File: config.mk
export PLATFORM = sky130hd
export DESIGN_NAME = crs_core_regs
export DESIGN_NICKNAME = d
export VERILOG_FILES = /design/src/hdl/crs_pkg.sv /design/src/hdl/crs_stack_mem.sv /design/src/hdl/crs_core_regs.sv
export SDC_FILE = /design/constraint.sdc
export NUM_CORES = 2
export LEC_CHECK = 0
export ABC_AREA = 0
export BUFFER_PORTS_ARGS = -buffer_cell sky130_fd_sc_hd__buf_2
export CAP_MARGIN = 20
export CORE_MARGIN = 2
export CORE_UTILIZATION = 60
export CTS_BUF_LIST = sky130_fd_sc_hd__clkbuf_4 sky130_fd_sc_hd__clkbuf_8
export DETAILED_ROUTE_END_ITERATION = 12
export PLACE_DENSITY = 0.78
export SKIP_LAST_GASP = 1
export SLEW_MARGIN = 10
export SYNTH_ARGS = -nofsm -noshare
export SYNTH_HDL_FRONTEND = slang
export SYNTH_SLANG_ARGS = --single-unit
File: constraint.sdc
create_clock -name sys_clk -period 39.8 [get_ports sys_clk]
set_input_delay 9.95 -clock sys_clk [delete_from_list [all_inputs] [get_ports sys_clk]]
set_output_delay 9.95 -clock sys_clk [all_outputs]
set_load 0.05 [all_outputs]
File: src/hdl/crs_pkg.sv
// constants, opcodes and types for the core register set and stack unit
package crs_pkg;
   localparam int          DATA_W        = 8;
   localparam int          ADDR_W        = 16;
   // stack page high bytes selected by the page bit
   localparam logic [7:0]  STACK_PAGE0   = 8'h00;
   localparam logic [7:0]  STACK_PAGE1   = 8'h01;
   // mode register address and field position
   localparam logic [15:0] MODE_REG_ADDR = 16'h003B;
   localparam int          MODE_PAGE_BIT = 2;
   // status image bit positions
   localparam int          PS_BRK_BIT    = 4;
   // reset values
   localparam logic [7:0]  SP_RST        = 8'hFF;
   localparam logic [7:0]  BYTE_RST      = 8'h00;
   localparam logic [15:0] PC_RST        = 16'h0000;
   localparam logic [7:0]  PS_RST        = 8'h04;

   // operation codes presented on the command port
   typedef enum logic [4:0] {
      CRS_OP_NOP       = 5'h00,
      CRS_OP_LOAD_A    = 5'h01,
      CRS_OP_LOAD_X    = 5'h02,
      CRS_OP_LOAD_Y    = 5'h03,
      CRS_OP_LOAD_SP   = 5'h04,
      CRS_OP_LOAD_PS   = 5'h05,
      CRS_OP_PC_INC    = 5'h06,
      CRS_OP_PC_LOAD   = 5'h07,
      CRS_OP_PUSH_A    = 5'h08,
      CRS_OP_PUSH_PS   = 5'h09,
      CRS_OP_PUSH_BRK  = 5'h0A,
      CRS_OP_POP_A     = 5'h0B,
      CRS_OP_POP_PS    = 5'h0C,
      CRS_OP_PUSH_PCH  = 5'h0D,
      CRS_OP_PUSH_PCL  = 5'h0E,
      CRS_OP_POP_PCL   = 5'h0F,
      CRS_OP_POP_PCH   = 5'h10,
      CRS_OP_HALT      = 5'h11,
      CRS_OP_WAIT      = 5'h12,
      CRS_OP_PRODUCT   = 5'h13,
      CRS_OP_DIVIDE    = 5'h14,
      CRS_OP_FAST_SET  = 5'h15,
      CRS_OP_SLOW_SET  = 5'h16,
      CRS_OP_MODE_WR   = 5'h17
   } crs_op_e;

   // pop sequence: gray coded along idle, read, write back
   typedef enum logic [1:0] {
      CRS_ST_IDLE = 2'b00,
      CRS_ST_READ = 2'b01,
      CRS_ST_DONE = 2'b11
   } crs_state_e;
endpackage : crs_pkg

File: src/hdl/crs_stack_mem.sv
// stack memory: 512 bytes over two pages, registered read data
`timescale 1ns/10ps
module crs_stack_mem (
   input  wire logic        sys_clk,   // core clock
   input  wire logic        wr_en,     // write strobe
   input  wire logic [8:0]  wr_addr,   // write address
   input  wire logic [7:0]  wr_data,   // write data
   input  wire logic [8:0]  rd_addr,   // read address
   output logic      [7:0]  rd_data    // registered read data
);
   logic [7:0] mem [0:511];
   logic [7:0] rd_data_nxt;

   // combinational read selection
   always_comb begin
      rd_data_nxt = mem[rd_addr];
   end

   // storage and registered read; no reset so it maps to ram
   always_ff @(posedge sys_clk) begin
      if (wr_en) begin
         mem[wr_addr] <= wr_data;
      end
      rd_data <= rd_data_nxt;
   end
endmodule : crs_stack_mem

File: src/hdl/crs_core_regs.sv
// programmer register set, stack pointer and program counter of the core
//
// Operation
// - fast and slow mode set opcodes are refused as unsupported.
// - halt, wait, multiply and divide opcodes are accepted and performed.
// - accumulator is an 8-bit register carrying data transfers.
// - X indexed address is operand plus the 8-bit X register.
// - Y indexed address is operand plus the 8-bit Y register.
// - stack pointer supplies the low stack address byte.
// - stack high byte is 00h for page bit 0, 01h for 1.
// - stack pointer marks where registers are saved on calls and interrupts.
// - program counter is 16 bits from two byte halves, next instruction.
// - push and pop exist for accumulator and status register.
// - page bit lives in the core mode register at 003Bh.
// - break push stores break flag one; live break flag reads zero.
`timescale 1ns/10ps
module crs_core_regs (
   input  wire logic        sys_clk,        // core clock, 10 MHz
   input  wire logic        sys_rst,        // synchronous reset, active high
   input  wire logic [4:0]  op_code,        // operation, crs_op_e encoding
   input  wire logic        op_valid,       // operation offered
   output logic             op_ready,       // operation can be taken
   input  wire logic [7:0]  op_data,        // byte operand for loads
   input  wire logic [15:0] op_addr,        // address operand
   output logic             op_unsupported, // refused opcode pulse
   output logic             op_done,        // completion pulse
   output logic [7:0]       acc_out,        // accumulator
   output logic [7:0]       idx_x_out,      // index x
   output logic [7:0]       idx_y_out,      // index y
   output logic [7:0]       sp_out,         // stack pointer
   output logic [7:0]       ps_out,         // live status, break flag zero
   output logic [7:0]       mode_out,       // core mode register
   output logic [7:0]       program_counter_high, // pc high half
   output logic [7:0]       program_counter_low,  // pc low half
   output logic [15:0]      stack_addr,     // current stack address
   output logic [15:0]      eff_addr_x,     // operand plus x
   output logic [15:0]      eff_addr_y,     // operand plus y
   output logic [15:0]      product_out,    // a times y result
   output logic             halted,         // oscillator halt state
   output logic             waiting         // wait state
);

   ////////////////////////////////////////////////////////////////////
   // helpers

   // operand plus index, used for both index registers
   function automatic logic [15:0] index_add(input logic [15:0] base,
                                             input logic [7:0]  idx);
      index_add = base + {crs_pkg::BYTE_RST, idx};
   endfunction : index_add

   // stack address from page bit and pointer
   function automatic logic [15:0] stack_of(input logic pg, input logic [7:0] sp);
      stack_of = {(pg ? crs_pkg::STACK_PAGE1 : crs_pkg::STACK_PAGE0), sp};
   endfunction : stack_of

   ////////////////////////////////////////////////////////////////////
   // state

   logic [7:0]  acc_r, acc_nxt;
   logic [7:0]  x_r, x_nxt;
   logic [7:0]  y_r, y_nxt;
   logic [7:0]  sp_r, sp_nxt;
   logic [7:0]  ps_r, ps_nxt;
   logic [7:0]  mode_r, mode_nxt;
   logic [15:0] pc_r, pc_nxt;
   logic [15:0] prod_r, prod_nxt;
   logic        halt_r, halt_nxt;
   logic        wait_r, wait_nxt;
   logic        unsup_r, unsup_nxt;
   logic        done_r, done_nxt;
   logic [4:0]  pop_op_r, pop_op_nxt;
   crs_pkg::crs_state_e st_r, st_nxt;

   logic        mem_we;
   logic [7:0]  mem_wdata;
   logic [8:0]  mem_waddr;
   logic [8:0]  mem_raddr;
   logic [7:0]  mem_rdata;
   logic        take;
   logic        page_bit;

   assign page_bit = mode_r[crs_pkg::MODE_PAGE_BIT];
   assign take     = op_valid && op_ready;
   // pops take three cycles, so new work waits until idle
   assign op_ready = (st_r == crs_pkg::CRS_ST_IDLE);

   ////////////////////////////////////////////////////////////////////
   // stack memory

   crs_stack_mem u_mem (
      .sys_clk (sys_clk),
      .wr_en   (mem_we),
      .wr_addr (mem_waddr),
      .wr_data (mem_wdata),
      .rd_addr (mem_raddr),
      .rd_data (mem_rdata)
   );

   // page bit becomes the ninth memory address bit
   assign mem_waddr = {page_bit, sp_r};
   assign mem_raddr = {page_bit, sp_r};

   ////////////////////////////////////////////////////////////////////
   // next state of the register set

   always_comb begin
      acc_nxt    = acc_r;
      x_nxt      = x_r;
      y_nxt      = y_r;
      sp_nxt     = sp_r;
      ps_nxt     = ps_r;
      mode_nxt   = mode_r;
      pc_nxt     = pc_r;
      prod_nxt   = prod_r;
      halt_nxt   = halt_r;
      wait_nxt   = wait_r;
      unsup_nxt  = 1'b0;
      done_nxt   = 1'b0;
      pop_op_nxt = pop_op_r;
      st_nxt     = st_r;
      mem_we     = 1'b0;
      mem_wdata  = acc_r;
      case (st_r)
         crs_pkg::CRS_ST_IDLE: begin
            if (take) begin
               done_nxt = 1'b1;
               // any accepted opcode leaves halt and wait, as a wakeup would
               halt_nxt = 1'b0;
               wait_nxt = 1'b0;
               case (op_code)
                  crs_pkg::CRS_OP_LOAD_A:   acc_nxt = op_data;
                  crs_pkg::CRS_OP_LOAD_X:   x_nxt   = op_data;
                  crs_pkg::CRS_OP_LOAD_Y:   y_nxt   = op_data;
                  crs_pkg::CRS_OP_LOAD_SP:  sp_nxt  = op_data;
                  crs_pkg::CRS_OP_LOAD_PS: begin
                     ps_nxt = op_data;
                     ps_nxt[crs_pkg::PS_BRK_BIT] = 1'b0;
                  end
                  crs_pkg::CRS_OP_MODE_WR: begin
                     if (op_addr == crs_pkg::MODE_REG_ADDR) begin
                        mode_nxt = op_data;
                     end
                  end
                  crs_pkg::CRS_OP_PC_INC:   pc_nxt  = pc_r + 16'h0001;
                  crs_pkg::CRS_OP_PC_LOAD:  pc_nxt  = op_addr;
                  // pushes: write at stack address, then decrement
                  crs_pkg::CRS_OP_PUSH_A: begin
                     mem_we    = 1'b1;
                     mem_wdata = acc_r;
                     sp_nxt    = sp_r - 8'h01;
                  end
                  crs_pkg::CRS_OP_PUSH_PS, crs_pkg::CRS_OP_PUSH_BRK: begin
                     mem_we    = 1'b1;
                     mem_wdata = ps_r;
                     // only the stored image carries the break mark
                     mem_wdata[crs_pkg::PS_BRK_BIT] =
                        (op_code == crs_pkg::CRS_OP_PUSH_BRK);
                     sp_nxt    = sp_r - 8'h01;
                  end
                  crs_pkg::CRS_OP_PUSH_PCH: begin
                     mem_we    = 1'b1;
                     mem_wdata = pc_r[15:8];
                     sp_nxt    = sp_r - 8'h01;
                  end
                  crs_pkg::CRS_OP_PUSH_PCL: begin
                     mem_we    = 1'b1;
                     mem_wdata = pc_r[7:0];
                     sp_nxt    = sp_r - 8'h01;
                  end
                  // pops: increment first, read on the following cycles
                  crs_pkg::CRS_OP_POP_A, crs_pkg::CRS_OP_POP_PS,
                  crs_pkg::CRS_OP_POP_PCL, crs_pkg::CRS_OP_POP_PCH: begin
                     sp_nxt     = sp_r + 8'h01;
                     pop_op_nxt = op_code;
                     done_nxt   = 1'b0;
                     st_nxt     = crs_pkg::CRS_ST_READ;
                  end
                  crs_pkg::CRS_OP_HALT:     halt_nxt = 1'b1;
                  crs_pkg::CRS_OP_WAIT:     wait_nxt = 1'b1;
                  crs_pkg::CRS_OP_PRODUCT:  prod_nxt = acc_r * y_r;
                  crs_pkg::CRS_OP_DIVIDE: begin
                     // dividend y:a over x; zero divisor leaves a and y alone
                     if (x_r != crs_pkg::BYTE_RST) begin
                        acc_nxt = 8'(({y_r, acc_r}) / {crs_pkg::BYTE_RST, x_r});
                        y_nxt   = 8'(({y_r, acc_r}) % {crs_pkg::BYTE_RST, x_r});
                     end
                  end
                  crs_pkg::CRS_OP_FAST_SET, crs_pkg::CRS_OP_SLOW_SET: begin
                     unsup_nxt = 1'b1;
                     done_nxt  = 1'b0;
                  end
                  crs_pkg::CRS_OP_NOP: ;
                  default: begin
                     unsup_nxt = 1'b1;
                     done_nxt  = 1'b0;
                  end
               endcase
            end
         end
         crs_pkg::CRS_ST_READ: begin
            // memory now reads the byte at the incremented pointer; its registered data shows in done
            st_nxt = crs_pkg::CRS_ST_DONE;
         end
         crs_pkg::CRS_ST_DONE: begin
            done_nxt = 1'b1;
            st_nxt   = crs_pkg::CRS_ST_IDLE;
            case (pop_op_r)
               crs_pkg::CRS_OP_POP_A:   acc_nxt = mem_rdata;
               crs_pkg::CRS_OP_POP_PS: begin
                  ps_nxt = mem_rdata;
                  ps_nxt[crs_pkg::PS_BRK_BIT] = 1'b0;
               end
               crs_pkg::CRS_OP_POP_PCL: pc_nxt  = {pc_r[15:8], mem_rdata};
               crs_pkg::CRS_OP_POP_PCH: pc_nxt  = {mem_rdata, pc_r[7:0]};
               default: ;
            endcase
         end
         default: st_nxt = crs_pkg::CRS_ST_IDLE;
      endcase
   end

   // register the whole set
   always_ff @(posedge sys_clk) begin
      if (sys_rst) begin
         acc_r    <= crs_pkg::BYTE_RST;
         x_r      <= crs_pkg::BYTE_RST;
         y_r      <= crs_pkg::BYTE_RST;
         sp_r     <= crs_pkg::SP_RST;
         ps_r     <= crs_pkg::PS_RST;
         mode_r   <= crs_pkg::BYTE_RST;
         pc_r     <= crs_pkg::PC_RST;
         prod_r   <= crs_pkg::PC_RST;
         halt_r   <= 1'b0;
         wait_r   <= 1'b0;
         unsup_r  <= 1'b0;
         done_r   <= 1'b0;
         pop_op_r <= crs_pkg::CRS_OP_NOP;
         st_r     <= crs_pkg::CRS_ST_IDLE;
      end else begin
         acc_r    <= acc_nxt;
         x_r      <= x_nxt;
         y_r      <= y_nxt;
         sp_r     <= sp_nxt;
         ps_r     <= ps_nxt;
         mode_r   <= mode_nxt;
         pc_r     <= pc_nxt;
         prod_r   <= prod_nxt;
         halt_r   <= halt_nxt;
         wait_r   <= wait_nxt;
         unsup_r  <= unsup_nxt;
         done_r   <= done_nxt;
         pop_op_r <= pop_op_nxt;
         st_r     <= st_nxt;
      end
   end

   ////////////////////////////////////////////////////////////////////
   // outputs

   // effective address sums stay combinational from registered index values
   assign eff_addr_x           = index_add(op_addr, x_r);
   assign eff_addr_y           = index_add(op_addr, y_r);
   assign stack_addr           = stack_of(page_bit, sp_r);
   assign acc_out              = acc_r;
   assign idx_x_out            = x_r;
   assign idx_y_out            = y_r;
   assign sp_out               = sp_r;
   assign ps_out               = ps_r;
   assign mode_out             = mode_r;
   assign program_counter_high = pc_r[15:8];
   assign program_counter_low  = pc_r[7:0];
   assign product_out          = prod_r;
   assign halted               = halt_r;
   assign waiting              = wait_r;
   assign op_unsupported       = unsup_r;
   assign op_done              = done_r;

endmodule : crs_core_regs

### Yosys cells after proc, flatten, opt, wreduce, memory -nomap -nowiden

Memory sizes are Yosys's and may differ from the RTL's. A register that Yosys moved wholly into a read port is not among the register bits.
Index checks and enable logic that the tools add are counted.

* word-level logic and storage cells: 126
* RAM bits: 4096
* input port bits: 32
* output and inout port bits: 133
* memories: 1
* bits in registers: 91

Memories
* u_mem.mem: depth 512, bits a word 8, read ports 1, clocked after Yosys merged registers in 1, write ports 1, RTL line crs_stack_mem.sv:11 `logic [7:0] mem [0:511];`

* multiplexer cells: 34
* equality and inequality tests: 41
* add/sub/neg operators: 5
* multipliers: 1
* reductions and logical operators: 25
* bitwise operators: 2
* div/mod/pow operators: 2

Operator list (count)
* $pmux W16 S2: 3
* $mux W8: 9
* $pmux W8 S2: 4
* $eq A5 B4 Y1 const B: 11
* $pmux W8 S3: 2
* $eq A5 B5 Y1 const B: 7
* $add A16 B8 Y16: 2
* $reduce_or A22 Y1: 1
* $eq A5 B3 Y1 const B: 4
* $reduce_or A18 Y1: 1
* $add A16 B1 Y16 const B: 1
* $div A16 B8 Y16: 1
* $eq A16 B6 Y1 const B: 1
* $mod A16 B8 Y16: 1
* $mul A8 B8 Y16: 1
* $mux W16: 1
* $reduce_and A5 Y1: 3
* $reduce_and A3 Y1: 4
* $reduce_and A4 Y1: 3
* $mux W1: 11
* $eq A5 B2 Y1 const B: 2
* $ne A2 B1 Y1 const B: 5
* $ne A2 B2 Y1 const B: 5
* $add A8 B1 Y8 const B: 1
* other kinds (21): 26

### Logic depth before layout (Yosys ltp)

* word-level depth: 7
* gate-level depth with buffers: 150
* gate-level depth less buffers: 140

### By module

A second synthesis with hierarchy kept.

* cell total of the unflattened synthesis: 9791
* area, all modules: 173186.1 µm²

By module, submodules not included
* crs_stack_mem: cells an instance 8030, instances 1, area each 159927.1 µm²
* crs_core_regs: cells an instance 1761, instances 1, area each 13259.0 µm²

### Worst setup path before layout

Ideal clock, no wire load.

* path kind: input-to-reg
* start point: input port op_code[3]
* end point: memory u_mem.mem[0][4], data pin
* arrival: 30629 ps
* library setup time: 4172 ps
* stages: 6
* path slack: 5000 ps
* data required time: 35628 ps
* cells stage by stage: clkbuf_1 -> nand2b_1 -> clkbuf_1 -> nor3_1 -> clkbuf_1 -> o21ai_0

* word-level cells in the longest chain between the ends: 5
* elaborated cells between the ends (all ways): 8

Ends and longest elaborated chain
* from (decl): RTL line crs_core_regs.sv:20 `input wire logic [4:0] op_code,`
* $eq A5 B4 Y1 (on tied branches): RTL line crs_core_regs.sv:131, crs_core_regs.sv:158
* $reduce_or A2 Y1
* $pmux W8 S3 *: RTL line crs_core_regs.sv:131 `case (op_code)`
* $mux W8 *: RTL line crs_core_regs.sv:126 `if (take) begin`
* $mux W8 *: RTL line crs_core_regs.sv:124 `case (st_r)`
* net mem_wdata[4]: RTL line crs_core_regs.sv:76 `logic [7:0] mem_wdata;`
* to (decl): RTL line crs_stack_mem.sv:11

The timed path passes the listed nets; every way through them passes the cells marked *.

### Final worst setup path

* start point: register x_r[7] (netlist: idx_x_out[7])
* end point: register y_r[6] (netlist: idx_y_out[6])

* word-level cells in the longest chain between the ends: 3
* elaborated cells between the ends (all ways): 6

Ends and longest elaborated chain
* from (decl): RTL line crs_core_regs.sv:61 `logic [7:0] x_r, x_nxt;`
* from (signal assigned): RTL line crs_core_regs.sv:227 `x_r <= crs_pkg::BYTE_RST;`
* from (signal assigned): RTL line crs_core_regs.sv:242 `x_r <= x_nxt;`
* $mod A16 B8 Y16 / $reduce_bool A8 Y1 (equally long branches): RTL line crs_core_regs.sv:186, crs_core_regs.sv:184
* $mux W8 / $ne A2 B2 Y1 (equally long branches)
* $pmux W8 S2 / $reduce_and A4 Y1 (equally long branches)
* to (signal assigned): RTL line crs_core_regs.sv:228 `y_r <= crs_pkg::BYTE_RST;`
* to (signal assigned): RTL line crs_core_regs.sv:243 `y_r <= y_nxt;`
* to (decl): RTL line crs_core_regs.sv:62 `logic [7:0] y_r, y_nxt;`

Parallel ways exist; a longest one is shown, timed or not. The select of a mux whose other input is x is not followed.
A chain may end at the register's enable or synchronous reset.

==> results.yml <==
run_status:
  status: "finished, final reports clean"
floorplan:
  dieArea_sq_mm: 0.289
  initial_core_util_pct: 60.5
  core_region_area_sq_mm: 0.283
  die_w_microns: 538
  die_h_microns: 538
  ios: 165
  placementRows: 195
synthesis:
  synth_edf_count: 4096
  synth_top_area_cell: "edfxtp_1"
  synth-xor-area-share_pct: 0.497
  yosysTopAreaCellShare_pct: 71.9
  synthCells: 8262
  async_flop_share_pct: 0
  synthTopCellsByCount: "edfxtp_1, mux4_2, nor2_1, clkbuf_1, nand2_1"
  synthTopCellsByArea: "edfxtp_1, mux4_2, nor2_1, ha_1, dfxtp_1"
  syn_area_per_cell_sq_um: 20.7
  synth_compound_area_share_pct: 2.04
  synth_warnings: 0
  synth_top_family_by_area: "multiplexers"
  yosys.cell_count.top_type: "edfxtp_1"
  synthMuxAreaShare_pct: 18.2
  ys_seq_area_share_pct: 73.1
  synthDistinctLibCells: 94
  ys.flop_type: "edfxtp_1"
  netlist_area_sq_mm: 0.171
  synth-simple-area-share_pct: 3.17
  synth-seq-cells: 4194
  synth-adder-area-share_pct: 1.66
clock_network:
  cts-resized-gates: 0
  clockBufferDepth: 4
  cts_made_buffers: 635
  clk_pin_slew_ns: 0.07
  post_cts_buffers: 0
  clock-root-buffer: "clkbuf_8"
  h-tree-depth: 6
  clk_latency_ns: 1.06
  cts_sinks: 4194
  cts_tree: "yes"
  hold_buffers: 0
route:
  drcViolationCount: 0
  first_pass_iters: 9
  viasPerCell: 6.76
  via_count: 87600
  dr.first_iter.drc_count: 12000
  finalWirelength_microns: 418000
  final_antenna_net_count: 0
  wl_per_cell_microns: 32.2
place:
  port-buffer-count: 156
  dp_hpwl_microns: 245000
  gp_congestion: 0.912
sta:
  hold_violations: 0
  fin_crit_ns: 36.59
  relSlewSlack_pct: 10.8
  min_period_over_period_pct: 91.9
  worst_pin_slew_ns: 1.34
  fin_tns_setup_ns: 0
  finClkSkew_ns: 0.0724
  drv_slew: 0
  fmax_mhz: 27.3
  finalSetupViolCount: 0
  rsz0062_at_grt: "no"
worst_setup_path:
  cp.required_ns: 40.71
  path_buf_inv: 4
  crit_path_start_kind: "flip-flop"
  crit_arrival_ns: 37.50
  critPathMaxFanout: 15
  slowest_delay_ns: 0.84
  critical_path_class: "reg2reg"
  crit_family: "compound AO/OA/AOI/OAI gates"
  cpMostUsedCell: "o21a_1"
  endpoint_kind: "flip-flop"
  slowest_stage: "a2111oi_4"
global_route:
  grt_util_all_layers_pct: 29.0
  grt_pass1_wl_microns: 605000
  grt_max_degree: 259
  antenna_found_initial: 18
  overflow: 0
  first_global_vias: 87600
final_layout:
  layout.nets: 8961
  drive_gt1_share_pct: 29.7
  area_growth_syn_to_layout_pct: 10.3
flow_run:
  maxCapViolations: 0
min_path:
  hold_path.class: "reg2reg"
## cells in the final DEF, fill, tap and decap left out, types with 28 or more instances in the layout
cell,Yosys,routed
edfxtp_1,4096,4096
mux4_2,1338,1338
nor2_1,728,726
clkbuf_8,0,648
clkbuf_4,0,206
nand2_1,199,190
ha_1,163,163
buf_2,2,156
clkinv_1,0,150
buf_4,18,138
a21oi_1,119,112
inv_1,106,106
dfxtp_1,98,91
o21ai_0,74,73
nor3_1,70,67
xnor2_1,62,62
clkinv_2,0,59
mux2i_1,54,54
a21o_1,44,44
and2_1,42,42
fa_1,40,40
o21a_1,39,39
xor2_1,35,35
nand3_1,41,35
mux2_2,28,28
## worst paths after layout
kind | start | to | slack, ns | depth (start not counted)
setup / recovery | idx_x_out[7] | idx_y_out[6] | 3.21 | 137
setup reg to reg | idx_x_out[7] | idx_y_out[6] | 3.21 | 137
hold / removal | product_out[12] | product_out[12] | 0.49 | 2
hold reg to reg | product_out[12] | product_out[12] | 0.49 | 2
## layer usage
metal | up-vias | global-route usage, % | part of all wire (%)
met5 | - | 0 | 0.019
met4 | 12 | 11.0 | 4.0
met3 | 839 | 6.31 | 11
met2 | 5776 | 46.0 | 49
met1 | 45700 | 40.0 | 36
li1 | 35300 | - | -
## state kept, by name (all words and copies together) (netlist names)
signal and count:
idx_y_out 8, st_r 2, pc_r 16, ps_out 7
acc_out 8, u_mem.rd_data 8, waiting 1, mode_out 8
product_out 16, op_done 1, idx_x_out 8, halted 1
op_unsupported 1, pop_op_r 5, u_mem.mem 4096, sp_out 8
## worst reg2reg max path: cells and delay by family, from the launching register on
family,cells,cell delay (ns)
AO/OA/AOI/OAI,85,20.38
adder cells (fa/ha/maj),15,4.54
buffers and inverters,4,0.28
flip-flops,1,0.51
multiplexers,7,2.70
AND/OR/NAND/NOR,26,8.02
## per-stage QoR
step	cell area (sq um)	hold WS (ns)	setup slack, ns	util [%]	std cells
finish	189000	0.491	3.21	66.7	13000
global route	189000	0.517	0.294	66.7	13000
CTS	188000	0.493	2.93	66.6	12900
detailed placement	176000	0.481	3.11	62.3	11800
global placement	176000	0.453	3.55	62.3	11800
floorplan	171000	0.445	5.00	-	8269
## kinds of logic (layout without fill, tap and decap cells)
| family | Yosys count | after routing |
|---|---|---|
| AOI/OAI and AO/OA | 503 | 503 |
| xor gates and xnor gates | 97 | 97 |
| adders and majority gates | 203 | 203 |
| buffers and inverters | 600 | 1542 |
| DFF | 4194 | 4194 |
| muxes | 1424 | 1424 |
| other | 1 | 13 |
| and+or+nand+nor | 1240 | 1240 |
## final cells by class
| cell class | instances | area [sq um] |
|---|---|---|
| clock buffers | 854 | 10500 |
| inverters | 106 | 398 |
| clock inverters | 268 | 1840 |
| well taps | 3743 | 4680 |
| flip-flops and latches | 4194 | 125000 |
| repair buffers | 314 | 2240 |
| diodes | 5 | 12.5 |
| fillers | 17000 | 94200 |
| multi-input cells | 3475 | 44000 |
Power is not shown: default switching activity piles up to over one toggle a cycle in this logic, so the estimate is an artifact.
